--- src/verilog/cmcc_regs.vh ---
// Register map, field positions, reset values and counts of the master clock control block
`ifndef CMCC_REGS_VH
`define CMCC_REGS_VH

// ----------------------------------------------------------------------------
// Register offsets
// ----------------------------------------------------------------------------
`define CMCC_ADDR_PORT_ROLE      8'h05
`define CMCC_ADDR_CLOCK_SOURCE   8'h06
`define CMCC_ADDR_RATIO          8'h07
`define CMCC_ADDR_CLOCK_STATE    8'h08

// ----------------------------------------------------------------------------
// Field positions
// ----------------------------------------------------------------------------
`define CMCC_POS_CAP_ROLE        0
`define CMCC_POS_PLAY_ROLE       1
`define CMCC_POS_FORCED_LOCK     0
`define CMCC_POS_SRC_SEL_LO      1
`define CMCC_POS_SRC_SEL_HI      2
`define CMCC_POS_FRAME_LOCK_EN   3
`define CMCC_POS_RANGE_LO        4
`define CMCC_POS_RANGE_HI        5
`define CMCC_POS_SCALE_LO        6
`define CMCC_POS_SCALE_HI        7
`define CMCC_POS_ACTIVE_OSC      3

// ----------------------------------------------------------------------------
// Reset values and encodings
// ----------------------------------------------------------------------------
`define CMCC_RST_PORT_ROLE       2'h0
`define CMCC_RST_CLOCK_SOURCE    8'h00
`define CMCC_SRC_PLL             2'h0
`define CMCC_SRC_OSC             2'h1
`define CMCC_SRC_HOLD            2'h2
`define CMCC_SRC_AUTO            2'h3
`define CMCC_SCALE_DIV1          2'h0
`define CMCC_SCALE_DIV2          2'h1
`define CMCC_SCALE_DIV4          2'h2
`define CMCC_SCALE_MUL2          2'h3
`define CMCC_RANGE_12M           2'h0
`define CMCC_RANGE_18M           2'h1
`define CMCC_RANGE_24M           2'h2
`define CMCC_CODE_FORCED         3'h7

// ----------------------------------------------------------------------------
// Measurement windows and code thresholds (PLL edges per 256 oscillator edges)
// ----------------------------------------------------------------------------
`define CMCC_RATIO_WINDOW        64
`define CMCC_FREQ_WINDOW         256
`define CMCC_THR_0               12'h0CB
`define CMCC_THR_1               12'h0F6
`define CMCC_THR_2               12'h12B
`define CMCC_THR_3               12'h196
`define CMCC_THR_4               12'h1EB
`define CMCC_THR_5               12'h2D6
`define CMCC_THR_6               12'h3D6

// ----------------------------------------------------------------------------
// Serial port divider taps on the master clock edge counter
// ----------------------------------------------------------------------------
`define CMCC_BIT_TAP             1
`define CMCC_FRAME_TAP           7

`endif

--- src/verilog/cmcc_edge_window.v ---
// Counts edges of one clock while another clock makes a fixed number of edges
`timescale 1ns/1ns
`default_nettype none
module cmcc_edge_window #(
    parameter REF_COUNT = 64,
    parameter REF_WIDTH = 6,
    parameter WIDTH     = 8
) (
    input  wire             clk,
    input  wire             rst_n,
    input  wire             refEdge,
    input  wire             measEdge,
    output reg  [WIDTH-1:0] count
);
    localparam [31:0]          REF_FULL = REF_COUNT - 1;
    localparam [REF_WIDTH-1:0] REF_LAST = REF_FULL[REF_WIDTH-1:0];
    localparam [WIDTH-1:0]     MEAS_MAX = {WIDTH{1'b1}};
    localparam [WIDTH-1:0]     MEAS_ONE = {{(WIDTH-1){1'b0}}, 1'b1};

    reg [REF_WIDTH-1:0] refCnt;
    reg [WIDTH-1:0]     measCnt;
    wire [WIDTH-1:0]    next_measCnt;

    // Saturate so an absent reference clock cannot wrap the result
    assign next_measCnt = (measEdge && measCnt != MEAS_MAX) ? measCnt + MEAS_ONE : measCnt;

    always @(posedge clk or negedge rst_n) begin
        if (!rst_n) begin
            refCnt  <= {REF_WIDTH{1'b0}};
            measCnt <= {WIDTH{1'b0}};
            count   <= {WIDTH{1'b0}};
        end else if (refEdge && refCnt == REF_LAST) begin
            refCnt  <= {REF_WIDTH{1'b0}};
            count   <= next_measCnt;
            measCnt <= {WIDTH{1'b0}};
        end else begin
            if (refEdge) begin
                refCnt <= refCnt + {{(REF_WIDTH-1){1'b0}}, 1'b1};
            end
            measCnt <= next_measCnt;
        end
    end
endmodule // cmcc_edge_window
`default_nettype wire

--- src/verilog/cmcc_clock_control.v ---
// Master clock source selection, recovered clock scaling and serial port clock roles
`timescale 1ns/1ns
`default_nettype none
`include "cmcc_regs.vh"
module cmcc_clock_control (
    input  wire       clk,
    input  wire       rst_n,
    input  wire [7:0] regAddr,
    input  wire [7:0] regWrData,
    input  wire       regWrEn,
    input  wire       regRdEn,
    output reg  [7:0] regRdData,
    input  wire       oscClkIn,
    input  wire       pllClkIn,
    input  wire       pllUnlockIn,
    input  wire       playBitClkIn,
    output wire       playBitClkOut,
    output wire       playBitClkOe,
    input  wire       playFrameClkIn,
    output wire       playFrameClkOut,
    output wire       playFrameClkOe,
    input  wire       capBitClkIn,
    output wire       capBitClkOut,
    output wire       capBitClkOe,
    input  wire       capFrameClkIn,
    output wire       capFrameClkOut,
    output wire       capFrameClkOe,
    output reg        masterClkOut,
    output reg        recoveredClockOut,
    output reg        pllRefClkOut,
    output reg        pllFrameLockActive,
    output reg        pllForcedLock,
    output reg  [1:0] pllRangeSel,
    output reg        timingValid,
    output reg        sampleRateDetectEn
);
    // ------------------------------------------------------------------------
    // Input synchronisers
    // ------------------------------------------------------------------------
    // Index: 0 osc, 1 pll, 2 unlock, 3 capture frame, 4 capture bit,
    // 5 playback frame, 6 playback bit
    localparam NSYNC = 7;
    wire [NSYNC-1:0] rawIn;
    reg  [NSYNC-1:0] syncA;
    reg  [NSYNC-1:0] syncB;
    reg  [NSYNC-1:0] syncC;
    reg  [NSYNC-1:0] lvl;
    reg  [NSYNC-1:0] lvlDly;

    assign rawIn = {playBitClkIn, playFrameClkIn, capBitClkIn, capFrameClkIn,
                    pllUnlockIn, pllClkIn, oscClkIn};

    genvar gi;
    generate
        for (gi = 0; gi < NSYNC; gi = gi + 1) begin : gSync
            always @(posedge clk or negedge rst_n) begin
                if (!rst_n) begin
                    syncA[gi]  <= 1'b0;
                    syncB[gi]  <= 1'b0;
                    syncC[gi]  <= 1'b0;
                    lvl[gi]    <= 1'b0;
                    lvlDly[gi] <= 1'b0;
                end else begin
                    syncA[gi]  <= rawIn[gi];
                    syncB[gi]  <= syncA[gi];
                    syncC[gi]  <= syncB[gi];
                    // A change counts only once two stages agree
                    if (syncB[gi] == syncC[gi]) begin
                        lvl[gi] <= syncC[gi];
                    end
                    lvlDly[gi] <= lvl[gi];
                end
            end
        end
    endgenerate

    wire oscLvl   = lvl[0];
    wire pllLvl   = lvl[1];
    wire unlock   = lvl[2];
    wire capFrame = lvl[3];
    wire oscRise  = lvl[0] & ~lvlDly[0];
    wire pllRise  = lvl[1] & ~lvlDly[1];

    // ------------------------------------------------------------------------
    // Registers
    // ------------------------------------------------------------------------
    reg [1:0] portRole;
    reg [7:0] clockSource;

    wire       forcedLock   = clockSource[`CMCC_POS_FORCED_LOCK];
    wire [1:0] sourceSel    = clockSource[`CMCC_POS_SRC_SEL_HI:`CMCC_POS_SRC_SEL_LO];
    wire       frameLockEn  = clockSource[`CMCC_POS_FRAME_LOCK_EN];
    wire [1:0] refRange     = clockSource[`CMCC_POS_RANGE_HI:`CMCC_POS_RANGE_LO];
    wire [1:0] recScale     = clockSource[`CMCC_POS_SCALE_HI:`CMCC_POS_SCALE_LO];
    wire       capIsMaster  = portRole[`CMCC_POS_CAP_ROLE];
    wire       playIsMaster = portRole[`CMCC_POS_PLAY_ROLE];

    always @(posedge clk or negedge rst_n) begin
        if (!rst_n) begin
            portRole    <= `CMCC_RST_PORT_ROLE;
            clockSource <= `CMCC_RST_CLOCK_SOURCE;
        end else if (regWrEn) begin
            if (regAddr == `CMCC_ADDR_PORT_ROLE) begin
                portRole <= regWrData[1:0];
            end
            if (regAddr == `CMCC_ADDR_CLOCK_SOURCE) begin
                clockSource <= regWrData;
            end
        end
    end

    // ------------------------------------------------------------------------
    // Source decision
    // ------------------------------------------------------------------------
    reg activeOsc;
    reg switching;
    reg wantOsc;
    always @* begin
        case (sourceSel)
            `CMCC_SRC_PLL:  wantOsc = 1'b0;
            `CMCC_SRC_OSC:  wantOsc = 1'b1;
            `CMCC_SRC_HOLD: wantOsc = unlock ? 1'b1 : activeOsc;
            `CMCC_SRC_AUTO: wantOsc = unlock;
            default:        wantOsc = 1'b0;
        endcase
        // Forced lock runs on the PLL with no oscillator present
        if (forcedLock) begin
            wantOsc = 1'b0;
        end
    end
    wire curLvl  = activeOsc ? oscLvl : pllLvl;
    wire newLvl  = activeOsc ? pllLvl : oscLvl;
    wire newFall = !newLvl && (activeOsc ? lvlDly[1] : lvlDly[0]);
    // ------------------------------------------------------------------------
    // Glitch-free master clock switch
    // ------------------------------------------------------------------------
    // Park low on the old source, then join the new one on its falling edge,
    // so neither phase is ever shortened. Costs up to two source periods.
    always @(posedge clk or negedge rst_n) begin
        if (!rst_n) begin
            activeOsc    <= 1'b0;
            switching    <= 1'b0;
            masterClkOut <= 1'b0;
        end else begin
            if (!switching && wantOsc != activeOsc && !curLvl) begin
                switching    <= 1'b1;
                masterClkOut <= 1'b0;
            end else if (switching) begin
                masterClkOut <= 1'b0;
                if (newFall) begin
                    activeOsc <= ~activeOsc;
                    switching <= 1'b0;
                end
            end else begin
                masterClkOut <= curLvl;
            end
        end
    end
    // ------------------------------------------------------------------------
    // Recovered clock
    // ------------------------------------------------------------------------
    // Manual PLL while unlocked shows the oscillator, unless lock is forced
    wire recFromOsc = (sourceSel == `CMCC_SRC_PLL) && unlock && !forcedLock;
    reg  recBase;
    reg  recBaseDly;
    reg  recDiv2;
    reg  [1:0] recDiv4;
    reg  recSrcOsc;
    reg  recSwitching;
    reg  recNewDly;
    wire recNewLvl = recSrcOsc ? masterClkOut : oscLvl;
    always @(posedge clk or negedge rst_n) begin
        if (!rst_n) begin
            recSrcOsc    <= 1'b0;
            recSwitching <= 1'b0;
            recBase      <= 1'b0;
            recNewDly    <= 1'b0;
        end else begin
            recNewDly <= recNewLvl;
            if (!recSwitching && recFromOsc != recSrcOsc && !recBase) begin
                recSwitching <= 1'b1;
            end else if (recSwitching) begin
                recBase <= 1'b0;
                if (!recNewLvl && recNewDly) begin
                    recSrcOsc    <= ~recSrcOsc;
                    recSwitching <= 1'b0;
                end
            end else begin
                recBase <= recSrcOsc ? oscLvl : masterClkOut;
            end
        end
    end
    wire recRise = recBase & ~recBaseDly;
    wire recEdge = recBase ^ recBaseDly;
    always @(posedge clk or negedge rst_n) begin
        if (!rst_n) begin
            recBaseDly        <= 1'b0;
            recDiv2           <= 1'b0;
            recDiv4           <= 2'h0;
            recoveredClockOut <= 1'b0;
        end else begin
            recBaseDly <= recBase;
            if (recRise) begin
                recDiv2 <= ~recDiv2;
                recDiv4 <= recDiv4 + 2'h1;
            end
            case (recScale)
                `CMCC_SCALE_DIV1: recoveredClockOut <= recBase;
                `CMCC_SCALE_DIV2: recoveredClockOut <= recDiv2;
                `CMCC_SCALE_DIV4: recoveredClockOut <= recDiv4[1];
                // Doubling only resolves to the sampling clock: one-cycle pulse per edge
                `CMCC_SCALE_MUL2: recoveredClockOut <= recEdge;
                default:          recoveredClockOut <= recBase;
            endcase
        end
    end

    // ------------------------------------------------------------------------
    // Serial port clocks
    // ------------------------------------------------------------------------
    reg  [7:0] mclkCnt;
    reg        mclkDly;
    reg  [1:0] bitOut;
    reg  [1:0] frameOut;
    reg  [1:0] portOe;
    wire [1:0] portMaster = {playIsMaster, capIsMaster};
    always @(posedge clk or negedge rst_n) begin
        if (!rst_n) begin
            mclkCnt <= 8'h00;
            mclkDly <= 1'b0;
        end else begin
            mclkDly <= masterClkOut;
            if (masterClkOut && !mclkDly) begin
                mclkCnt <= mclkCnt + 8'h01;
            end
        end
    end

    generate
        for (gi = 0; gi < 2; gi = gi + 1) begin : gPort
            always @(posedge clk or negedge rst_n) begin
                if (!rst_n) begin
                    bitOut[gi]   <= 1'b0;
                    frameOut[gi] <= 1'b0;
                    portOe[gi]   <= 1'b0;
                end else begin
                    portOe[gi]   <= portMaster[gi];
                    bitOut[gi]   <= portMaster[gi] & mclkCnt[`CMCC_BIT_TAP];
                    frameOut[gi] <= portMaster[gi] & mclkCnt[`CMCC_FRAME_TAP];
                end
            end
        end
    endgenerate
    assign capBitClkOut    = bitOut[0];
    assign capFrameClkOut  = frameOut[0];
    assign capBitClkOe     = portOe[0];
    assign capFrameClkOe   = portOe[0];
    assign playBitClkOut   = bitOut[1];
    assign playFrameClkOut = frameOut[1];
    assign playBitClkOe    = portOe[1];
    assign playFrameClkOe  = portOe[1];
    // ------------------------------------------------------------------------
    // PLL steering and status outputs
    // ------------------------------------------------------------------------
    wire lockToFrame = frameLockEn && !capIsMaster;
    always @(posedge clk or negedge rst_n) begin
        if (!rst_n) begin
            pllRefClkOut       <= 1'b0;
            pllFrameLockActive <= 1'b0;
            pllForcedLock      <= 1'b0;
            pllRangeSel        <= `CMCC_RANGE_12M;
            timingValid        <= 1'b0;
            sampleRateDetectEn <= 1'b0;
        end else begin
            // Slave capture frame clock supplied by the far side
            pllRefClkOut       <= lockToFrame & capFrame;
            pllFrameLockActive <= lockToFrame;
            pllForcedLock      <= forcedLock;
            pllRangeSel        <= refRange;
            timingValid        <= !(activeOsc == 1'b0 && unlock && !forcedLock);
            sampleRateDetectEn <= !forcedLock;
        end
    end

    // ------------------------------------------------------------------------
    // Ratio and frequency measurement
    // ------------------------------------------------------------------------
    wire [7:0]  ratioCount;
    wire [10:0] pllCount;
    // Oscillator edges over 64 PLL edges is the ratio times 64
    cmcc_edge_window #(.REF_COUNT(`CMCC_RATIO_WINDOW), .REF_WIDTH(6), .WIDTH(8)) uRatio (
        .clk(clk), .rst_n(rst_n), .refEdge(pllRise), .measEdge(oscRise), .count(ratioCount)
    );
    cmcc_edge_window #(.REF_COUNT(`CMCC_FREQ_WINDOW), .REF_WIDTH(8), .WIDTH(11)) uFreq (
        .clk(clk), .rst_n(rst_n), .refEdge(oscRise), .measEdge(pllRise), .count(pllCount)
    );
    // Nearest entry; exact only for the 12.288 MHz family of oscillators
    function [2:0] freqCode;
        input [10:0] cnt;
        input [1:0]  range;
        reg   [11:0] units;
        begin
            case (range)
                `CMCC_RANGE_18M: units = {1'b0, cnt} + {2'b00, cnt[10:1]};
                `CMCC_RANGE_24M: units = {cnt, 1'b0};
                default:         units = {1'b0, cnt};
            endcase
            if (units < `CMCC_THR_0)      freqCode = 3'h0;
            else if (units < `CMCC_THR_1) freqCode = 3'h1;
            else if (units < `CMCC_THR_2) freqCode = 3'h2;
            else if (units < `CMCC_THR_3) freqCode = 3'h3;
            else if (units < `CMCC_THR_4) freqCode = 3'h4;
            else if (units < `CMCC_THR_5) freqCode = 3'h5;
            else if (units < `CMCC_THR_6) freqCode = 3'h6;
            else                          freqCode = 3'h7;
        end
    endfunction
    wire [2:0] pllCode = forcedLock ? `CMCC_CODE_FORCED : freqCode(pllCount, refRange);
    // ------------------------------------------------------------------------
    // Register read port
    // ------------------------------------------------------------------------
    always @(posedge clk or negedge rst_n) begin
        if (!rst_n) begin
            regRdData <= 8'h00;
        end else if (regRdEn) begin
            case (regAddr)
                `CMCC_ADDR_PORT_ROLE:    regRdData <= {6'h00, portRole};
                `CMCC_ADDR_CLOCK_SOURCE: regRdData <= clockSource;
                `CMCC_ADDR_RATIO:        regRdData <= forcedLock ? 8'h00 : ratioCount;
                `CMCC_ADDR_CLOCK_STATE:  regRdData <= {4'h0, activeOsc, pllCode};
                default:                 regRdData <= 8'h00;
            endcase
        end else begin
            regRdData <= 8'h00;
        end
    end
endmodule // cmcc_clock_control
`default_nettype wire

--- config.mk ---
export PLATFORM = sky130hd
export DESIGN_NAME = cmcc_clock_control
export DESIGN_NICKNAME = d
export VERILOG_FILES = /design/src/verilog/cmcc_edge_window.v /design/src/verilog/cmcc_clock_control.v
export VERILOG_INCLUDE_DIRS = /design/src /design/src/verilog
export SDC_FILE = /design/constraint.sdc
export NUM_CORES = 1
export LEC_CHECK = 0
export ABC_CLOCK_PERIOD_IN_PS = 3700
export CAP_MARGIN = 15
export CORE_MARGIN = 3
export CORE_UTILIZATION = 50
export CTS_BUF_LIST = sky130_fd_sc_hd__clkbuf_8
export DETAILED_ROUTE_END_ITERATION = 6
export DONT_BUFFER_PORTS = 1
export PLACE_DENSITY_LB_ADDON = 0.08
export RECOVER_POWER = 50
export SLEW_MARGIN = 20
export SYNTH_ARGS = -nofsm -noshare
export SYNTH_HDL_FRONTEND = slang
export SYNTH_HIERARCHICAL = 1
export SYNTH_SLANG_ARGS = --single-unit
--- constraint.sdc ---
create_clock -name clk -period 3.7 [get_ports clk]
set_input_delay 0.555 -clock clk [delete_from_list [all_inputs] [get_ports clk]]
set_output_delay 0.555 -clock clk [all_outputs]
set_load 0.05 [all_outputs]
==> results of run 1 <==
[timing repair]
action	4_1_cts	5_1_grt
hold buffers	1	0
gates resized for setup	0	0
endpoints found under the hold margin	122	0
[power by group]
part	internal, mW	switching (mW)
clock	0.712	0.495
combinational	0.266	0.318
sequential	1.58	0.320
total	2.56	1.13
[Yosys cell counts, types with 8 or more instances]
cell / n
nor3_1: 8
xor2_1: 11
a21oi_1: 20
mux2_2: 17
clkbuf_1: 9
nor2_1: 49
o21ai_0: 35
xnor2_1: 12
ha_1: 20
mux2i_1: 9
and2_1: 8
o211ai_1: 8
nand2_1: 54
inv_1: 16
nor2b_1: 9
nand3_1: 22
nand4_1: 12
dfrtp_1: 122
[metal layers]
metal	global-route usage	vias up
met5	0	-
met4	0.06651	4
met3	0.05901	18
met2	0.2942	77
met1	0.2626	2118
li1	-	2092
[sequential cells by signal (all words and copies together), names as in the netlist, 6 cells and up]
name	count
uRatio/refCnt	6
uFreq/measCnt	11
uFreq/count	11
mclkCnt	8
clockSource	8
uFreq/refCnt	8
regRdData	8
uRatio/measCnt	8
uRatio/count	8
[critical path, stage by stage, from the launching register on]
cell and delay, ps:
dfrtp_1 460, ha_1 210, inv_1 50, fa_1 400, and2b_1 240, o2111ai_1 200, a2111oi_2 450, o31a_2 210
nand3_2 130, nand2b_1 180, o311a_1 340, nor2b_1 130, a211o_1 260
[cell type report]
cell class,instances,area [µm²]
Timing Repair Buffer,3,20.02
Fill cell,1010,5086
Tap cell,143,178.9
Sequential cell,122,3053
Clock inverter,14,166.4
Inverter,16,60.06
Multi-Input combinational cell,414,2815
Clock buffer,17,234.0
[cell families after synthesis]
group / after synthesis / share of synthesized area
simple gates: 205 / 0.1773
compound gates: 134 / 0.1545
flops: 122 / 0.5065
buf+inv: 33 / 0.02636
mux: 27 / 0.05045
fa+ha+maj: 25 / 0.05148
xor+xnor: 23 / 0.03342
[how the worst max path moves through the flow]
| stage | depth (start not counted) | endpoint |
|---|---|---|
| 2_1_floorplan | 12 | regRdData[0] |
| 5_1_grt | 12 | regRdData[0] |
| 6_report | 12 | regRdData[0] |
| 3_5_place_dp | 12 | regRdData[0] |
| 3_3_place_gp | 12 | regRdData[0] |
| 4_1_cts | 12 | regRdData[0] |
[per-stage QoR]
stage | instances | hold WS (ps) | instance area, µm²
after global placement | 697 | 264.0 | 6122
after detailed placement | 697 | 264.3 | 6122
after global routing | 729 | 112.8 | 6528
final | 729 | 155.6 | 6528
after floorplan | 569 | 259.4 | 6027
after CTS | 729 | 104.0 | 6550
==> reports/results.ini, run 1 <==
[status]
outcome=finished with violations
violations=max-capacitance violations, max-slew violations

[final_layout]
antenna_cells=0
area_delta_synth_final_pct=8.304
most-common-layout-cells=dfrtp_1, nand2_1, nor2_1
layout-drive-gt1-share=0.1263
layout.nets=622
final_core_util=0.5621
layout_commonest_cell=dfrtp_1

[die]
io_pins=52
die_h_um=115.8
dieArea_um2=13410
start_util=0.5190
rows=39
dieWidth_um=115.8
core-area_um2=11610

[clocking]
clockRootBuffer=clkbuf_8
ctsHtreeMaxLevel=4
numClockSinks=122
cts_tree=yes
clk_pin_slew_ps=70
numCtsBuffers=17
cts_setup_buffers=0
clockBufferDepth=2
insertion_delay_ps=420

[power]
p_per_area_nw_per_um2=565.4
power_mw=3.691
peakVddDrop_v=0.0003460
p_leak_nw=2.918

[setup_path]
end_kind=flop
r2r_start=uFreq/count[1]
required_ps=4010
crit_arrival_ps=3690
crit_type=reg -> reg
critPathLaunchType=flop
critPathMaxFanout=7
reg2reg_depth=12
reg2reg_slack_ps=330
rr_endpoint=regRdData[0]
cp-startpoint=uFreq/count[1]

[synthesis]
yosys_warnings=6
synth_cells=569
ys_ff_latch=122
yosysTopAreaCell=dfrtp_1
ys_top_cells_by_area=dfrtp_1, ha_1, nand2_1, mux2_2, nor2_1
async_flop_share=1.000
syn_area_per_cell_um2=10.59
synth_edf_count=0
synth.cell_area_um2=6027
synth_top_area_share=0.5065
yosys_most_used_dff=dfrtp_1
synth_cell_type_count=80
synth_nets=617
synth_seq_area_share=0.5065

[drt]
met3_length_um=535
dr_total_vias=4309
drt-total-wl_mm=12.26
highest_layer=met5
wl_met2_mm=5.665
drtIter0Drc=314
drt-wirelength-per-cell_um=16.82
dr.pass1.iters=4
antenna_left=0
drcViolationCount=0
wl_met1_mm=5.890
via_per_inst=5.911

[sta]
relSlewSlack=-0.9338
min_period_ps=3373
hold_viol=0
tns_ps=0
max_freq_mhz=296.4
slew_violations=123
worst_slew_pin_slew_ps=2901
setup_slack_ps=326.6
setup_viol=0
skew_ps=8.649
rsz0062_at_grt=false
fin_crit_sh=0.9117

[worst_hold_path]
hold_path_end=syncA[2]
min_path_cells=0
min_from=pllUnlockIn
hold_path.class=in -> reg

[global_route]
grtUsageTotal=0.1926
antenna_found_initial=2
grt_start_max_net_pins=123
grt_remaining_overflow=0
grt_pass1_wl_mm=20.15
grt_pass1_vias=4143

[placement]
post-place-ws_ps=338.5
hpwl_mm=8.716
port_buffers=0
gp_congestion=0.8503

[flow_run]
cap_viol_max_count=1

Power figures use the tool's default switching activity.
==> run 2, diff against run 1 <==
ABC_AREA = 1   (was default)
==> run 2 against run 1 <==
The flow still finishes with violations (max-capacitance violations, max-slew violations). Sequential power is 2% lower. Sequential share of layout area is 3.1 points lower. Setup slack better by 430 ps. Via count is 17% higher. Count of clock-buffer cells in the layout is 5 higher. Critical path depth is 11 higher. Total power is 3.2% higher.
==> reports/results.ini, run 2 <==
[drt]
antenna_left=0
dr_total_vias=5040
drt-total-wl_mm=13.41
drcViolationCount=0
drtIter0Drc=384
drt-wirelength-per-cell_um=13.58
dr.pass1.iters=5
via_per_inst=5.101

[power]
peakVddDrop_v=0.0003547
p_leak_nw=3.628
p_per_area_nw_per_um2=545.4

[final_layout]
most-common-layout-cells=nand2_1, dfrtp_1, inv_1
area_delta_synth_final_pct=8.177
reg_top3=uFreq/count: 11 flops, uFreq/measCnt: 11 flops
finalNonFillerCells=988
layout_commonest_cell=nand2_1
layout.nets=857
layout-drive-gt1-share=0.08780
antenna_cells=0

[setup_path]
cp_cell_sequence=ha_1 -> inv_1 -> fa_1 -> inv_1 -> nand2_1 -> nand2_2 -> nand3_1 -> nand3_1 -> nand3_1 -> a21oi_4 -> nand3_1 -> nand2_1 -> inv_1 -> nand2_1 -> nand2_1 -> nand2_1 -> nand2_1 -> nand2_1 -> nand2_1 -> nand2_1 -> nand2_1 -> nand2_1 -> a21oi_2
crit_arrival_ps=3260
critical_path.max_stage_delay_ps=480
crit_type=reg -> reg
required_ps=4010
crit_top_cell=nand2_1
critPathMaxFanout=6
reg2reg_depth=23
cpMaxStageDelayCell=dfrtp_1
end_kind=flop
critPathLaunchType=flop

[die]
dieWidth_um=119.6
die_h_um=119.6
io_pins=52
core-area_um2=12310
rows=40
dieArea_um2=14310
start_util=0.5245

[worst_hold_path]
min_path_cells=0
hold_path.class=in -> reg

[clocking]
ctsHtreeMaxLevel=4
clockBufferDepth=2
numClockSinks=122
cts_tree=yes
numCtsBuffers=17
cts_setup_buffers=0
cts_hold_buf=1
insertion_delay_ps=430
cts-resized-gates=0
clk_pin_slew_ps=70
clockRootBuffer=clkbuf_8

[sta]
hold_viol=0
worst_slew_pin_slew_ps=2943
relSlewSlack=-0.9617
tns_ps=0
min_period_ps=2947
slew_violations=123
skew_ps=13.50
setup_viol=0
rsz0062_at_grt=false
fin_crit_sh=0.7966
max_freq_mhz=339.3

[synthesis]
synth_nets=850
synth.cell_area_um2=6457
synth_top_area_share=0.4728
synth_edf_count=0
async_flop_share=1.000
yosys_warnings=6
ys_ff_latch=122
synth_cell_type_count=49
synth_cells=802
yosysTopAreaCell=dfrtp_1
synth_most_common_cell=nand2_1
yosys_most_used_dff=dfrtp_1
syn_area_per_cell_um2=8.052
synth_seq_area_share=0.4728
ys_top_cells_by_area=dfrtp_1, nand2_1, inv_1, nand3_1, ha_1
synth_common_cells=nand2_1, dfrtp_1, inv_1

[placement]
hpwl_mm=9.755
dpl.cell_count=957
gp_congestion=0.8422
port_buffers=0

[global_route]
grt_remaining_overflow=0
grt_pass1_vias=4904
grt_pass1_wl_mm=23.09
grtUsageTotal=0.1997
grt_start_max_net_pins=123
antenna_found_initial=0

[status]
violations=max-capacitance violations, max-slew violations
outcome=finished with violations

[flow_run]
cap_viol_max_count=1

[run 2: changes by cell type after synthesis, sizes merged, moves of 8 or more]
cell    before  now
nor2        49   69
inv         16  111
mux2i        9    0
nand3       24   71
clkbuf      10    2
and2         8    0
a21oi       21   38
nand2       54  258
nor2b        9    0
mux2        17    2
o21ai       43   28
[run 2: cell families (layout without fill, tap and decap cells)]
kind of cell | Yosys count | count (layout) | share of synthesized area
multiplexers | 2 | 2 | 0.003487
AO/OA/AOI/OAI | 77 | 77 | 0.06976
AND/OR/NAND/NOR | 432 | 432 | 0.2984
XOR/XNOR | 18 | 18 | 0.02441
buffers and inverters | 126 | 144 | 0.08312
adder cells (fa/ha/maj) | 25 | 25 | 0.04805
flip-flops | 122 | 122 | 0.4728
[run 2: worst max-delay path, delay by kind of cell (launching register included)]
kind	cells	cell delay, ps
simple gates	16	1140
fa+ha+maj	2	680
flops	1	480
buf+inv	3	260
compound gates	2	270
[run 2: power breakdown]
group	internal, mW	switching [mW]	total [mW]
logic	0.267	0.435	0.702
clock network	0.744	0.506	1.25
registers	1.57	0.286	1.86
total	2.58	1.23	3.81
[run 2: final cells by class]
class | count | area [µm²]
Fill cell | 1191 | 5326
Sequential cell | 122 | 3053
Multi-Input combinational cell | 554 | 2868
Inverter | 112 | 421.7
Clock buffer | 22 | 302.8
Tap cell | 168 | 210.2
Clock inverter | 8 | 117.6
Timing Repair Buffer | 2 | 12.51
[run 2: final timing paths]
| path | slack [ps] | endpoint | startpoint |
|---|---|---|---|
| max in group asynchronous | 920 | pllRefClkOut | rst_n |
| min reg2reg | 350 | syncB[0] | syncA[0] |
| max reg2reg | 750 | regRdData[0] | uFreq/count[1] |
| max | 750 | regRdData[0] | uFreq/count[1] |
| min in group asynchronous | 1020 | uFreq/count[8] | rst_n |
| min | 150 | syncA[2] | pllUnlockIn |
[run 2: per-layer routing]
layer	up-vias	part of all wire	track usage	wire, µm
li1	2571	-	-	-
met1	2351	0.49	0.2808	6533
met2	103	0.47	0.3136	6278
met3	15	0.036	0.04288	484
met4	0	0.0087	0.05727	117
met5	-	0	0	0
[run 2: metrics by stage]
step | total power, mW | area [µm²] | hold slack [ps] | util | worst slack (ps)
detailed placement | 2.556 | 6560 | 265.7 | 0.5328 | 766.3
floorplan | 2.388 | 6457 | 259.4 | - | 1203
finish | 3.810 | 6985 | 147.6 | 0.5674 | 752.6
global placement | 2.511 | 6560 | 264.8 | 0.5328 | 844.1
global route | 4.069 | 6985 | 110.0 | 0.5674 | 320.1
CTS | 3.856 | 7008 | 75.72 | 0.5692 | 760.7
==> run 3, diff against run 2 <==
ABC_CLOCK_PERIOD_IN_PS = 2580   (was 3700)
clock period = 2.58 ns   (was 3.7 ns; I/O delays follow)
==> run 3 against run 2 <==
The run ends with negative hold slack, negative setup slack left. Global-route usage is essentially flat. Core utilization increased by 2.9 points. Clock power increased by 41%. Register-to-register slack got worse by 820 ps. Sequential share of layout area is 2.1 points lower. Non-clock buffer count increased by 29. Count of clock-buffer cells in the layout decreased by 3. Worst hold slack lost 490 ps. Final area increased by 5.1%. Fmax increased by 11%. Cell count rose by 3.1%. Total power up 42%.
==> reports/results.ini, run 3 (synthesis gave the netlist of run 2 again) <==
[final_layout]
layout.nets=886
layout_commonest_cell=nand2_1
layout-drive-gt1-share=0.1457
most-common-layout-cells=nand2_1, dfrtp_1, inv_1
area_delta_synth_final_pct=13.64
finalNonFillerCells=1019
fill_cells=1110
reg_top3=uFreq/count: 11 flops, uFreq/measCnt: 11 flops
antenna_cells=0

[die]
dieWidth_um=119.6
start_util=0.5245
rows=40
core-area_um2=12310
io_pins=52
dieArea_um2=14310
die_h_um=119.6

[clocking]
cts_tree=yes
clockBufferDepth=2
clockRootBuffer=clkbuf_8
cts_hold_buf=4
numClockSinks=122
numCtsBuffers=17
insertion_delay_ps=430
ctsHtreeMaxLevel=4
clk_pin_slew_ps=70

[power]
power_mw=5.420
peakVddDrop_v=0.0005046
p_per_area_nw_per_um2=738.6
p_leak_nw=3.779

[placement]
hpwl_mm=9.856
port_buffers=0
gp_congestion=0.8469
dpl.cell_count=978

[status]
violations=negative hold slack, negative setup slack
outcome=finished with violations

[sta]
rsz0062_at_grt=true
setup_viol=2
skew_ps=8.218
hold_viol=122
hold_ws_ps=-346.7
worst_slew_pin_slew_ps=862.5
setup_slack_ps=-63.67
relSlewSlack=0.4254
fin_crit_sh=1.025
max_freq_mhz=378.3
min_period_ps=2644
slew_violations=0

[drt]
drt-total-wl_mm=13.72
via_per_inst=5.139
dr.pass1.iters=5
drtIter0Drc=351
drcViolationCount=0
antenna_left=0
dr_total_vias=5237
drt-wirelength-per-cell_um=13.46

[setup_path]
end_kind=flop
crit_top_cell=nand2_1
crit_type=reg -> reg
cpMaxStageDelayCell=fa_2
worst-path-stages=16
crit_family=simple AND/OR/NAND/NOR gates
critPathMaxFanout=3
critPathLaunchType=flop
crit_buf_inv=3
required_ps=2890
crit_arrival_ps=2960
reg2reg_depth=16
cp_cell_sequence=ha_2 -> inv_2 -> fa_2 -> o211ai_1 -> o21ai_1 -> or2_0 -> nand2_1 -> nand2_2 -> buf_4 -> buf_4 -> o41ai_4 -> nand2_1 -> nand2_1 -> nand2_1 -> nand2_1 -> a21oi_2
critical_path.max_stage_delay_ps=420

[global_route]
grtUsageTotal=0.1995
antenna_found_initial=0
grt_remaining_overflow=0
grt_pass1_wl_mm=23.29
grt_start_max_net_pins=123
grt_pass1_vias=5022

[flow_run]
cap_viol_max_count=0

[worst_hold_path]
hold_path.class=in -> async

==> run 3: changes by cell type in the layout (fill, tap and decap cells not counted), sizes merged <==
cell,before,now
clkbuf,23,19
inv,112,114
clkinv,5,6
buf,1,27
clkinvlp,0,2
dlygate4sd3,0,4
==> run 3: worst paths after layout <==
kind	startpoint	endpoint	slack [ps]
hold reg to reg	syncA[2]	syncB[2]	360
min in group clk	regRdEn	regRdData[3]	80
hold / removal	rst_n	uFreq/count[9]	-350
setup reg to reg	uFreq/count[1]	regRdData[0]	-60
setup / recovery	uFreq/count[1]	regRdData[0]	-60
max in group asynchronous	rst_n	syncC[3]	2730
==> run 3: repair_timing <==
item	CTS	global route
pin swaps	6	10
endpoints found under the setup margin	2	3
resized for setup	8	21
buffers inserted	1	4
hold endpoints to repair	126	122
==> run 3: stage by stage <==
stage / util / setup TNS, ps / worst slack, ps / instance area (µm²)
after global placement: 0.5456 / -17.03 / -17.03 / 6718
after CTS: 0.5855 / 0 / 1.319 / 7208
final: 0.5960 / -89.15 / -63.67 / 7338
after detailed placement: 0.5456 / -258.9 / -156.1 / 6718
after floorplan: - / 0 / 82.90 / 6457
after global routing: 0.5960 / -654.9 / -265.7 / 7338
==> run 3: final cells by class <==
type | instances | area [µm²] | area share
flip-flops and latches | 122 | 3055 | 0.4164
multi-input cells | 554 | 2997 | 0.4084
inverters | 112 | 421.7 | 0.05746
clock buffers | 19 | 261.5 | 0.03564
repair buffers | 31 | 242.7 | 0.03308
well taps | 168 | 210.2 | 0.02864
clock inverters | 13 | 150.1 | 0.02046
==> run 3: power by group <==
| group | internal [mW] | switching, mW |
|---|---|---|
| Combinational | 0.405 | 0.597 |
| Clock | 0.997 | 0.765 |
| Sequential | 2.25 | 0.405 |
==> run 3: metal layers <==
| metal | wire length (µm) | track usage | up-vias |
|---|---|---|---|
| li1 | - | - | 2634 |
| met3 | 516 | 0.04430 | 24 |
| met4 | 258 | 0.06943 | 0 |
| met1 | 6656 | 0.2785 | 2477 |
| met5 | 0 | 0 | - |
| met2 | 6287 | 0.3086 | 102 |
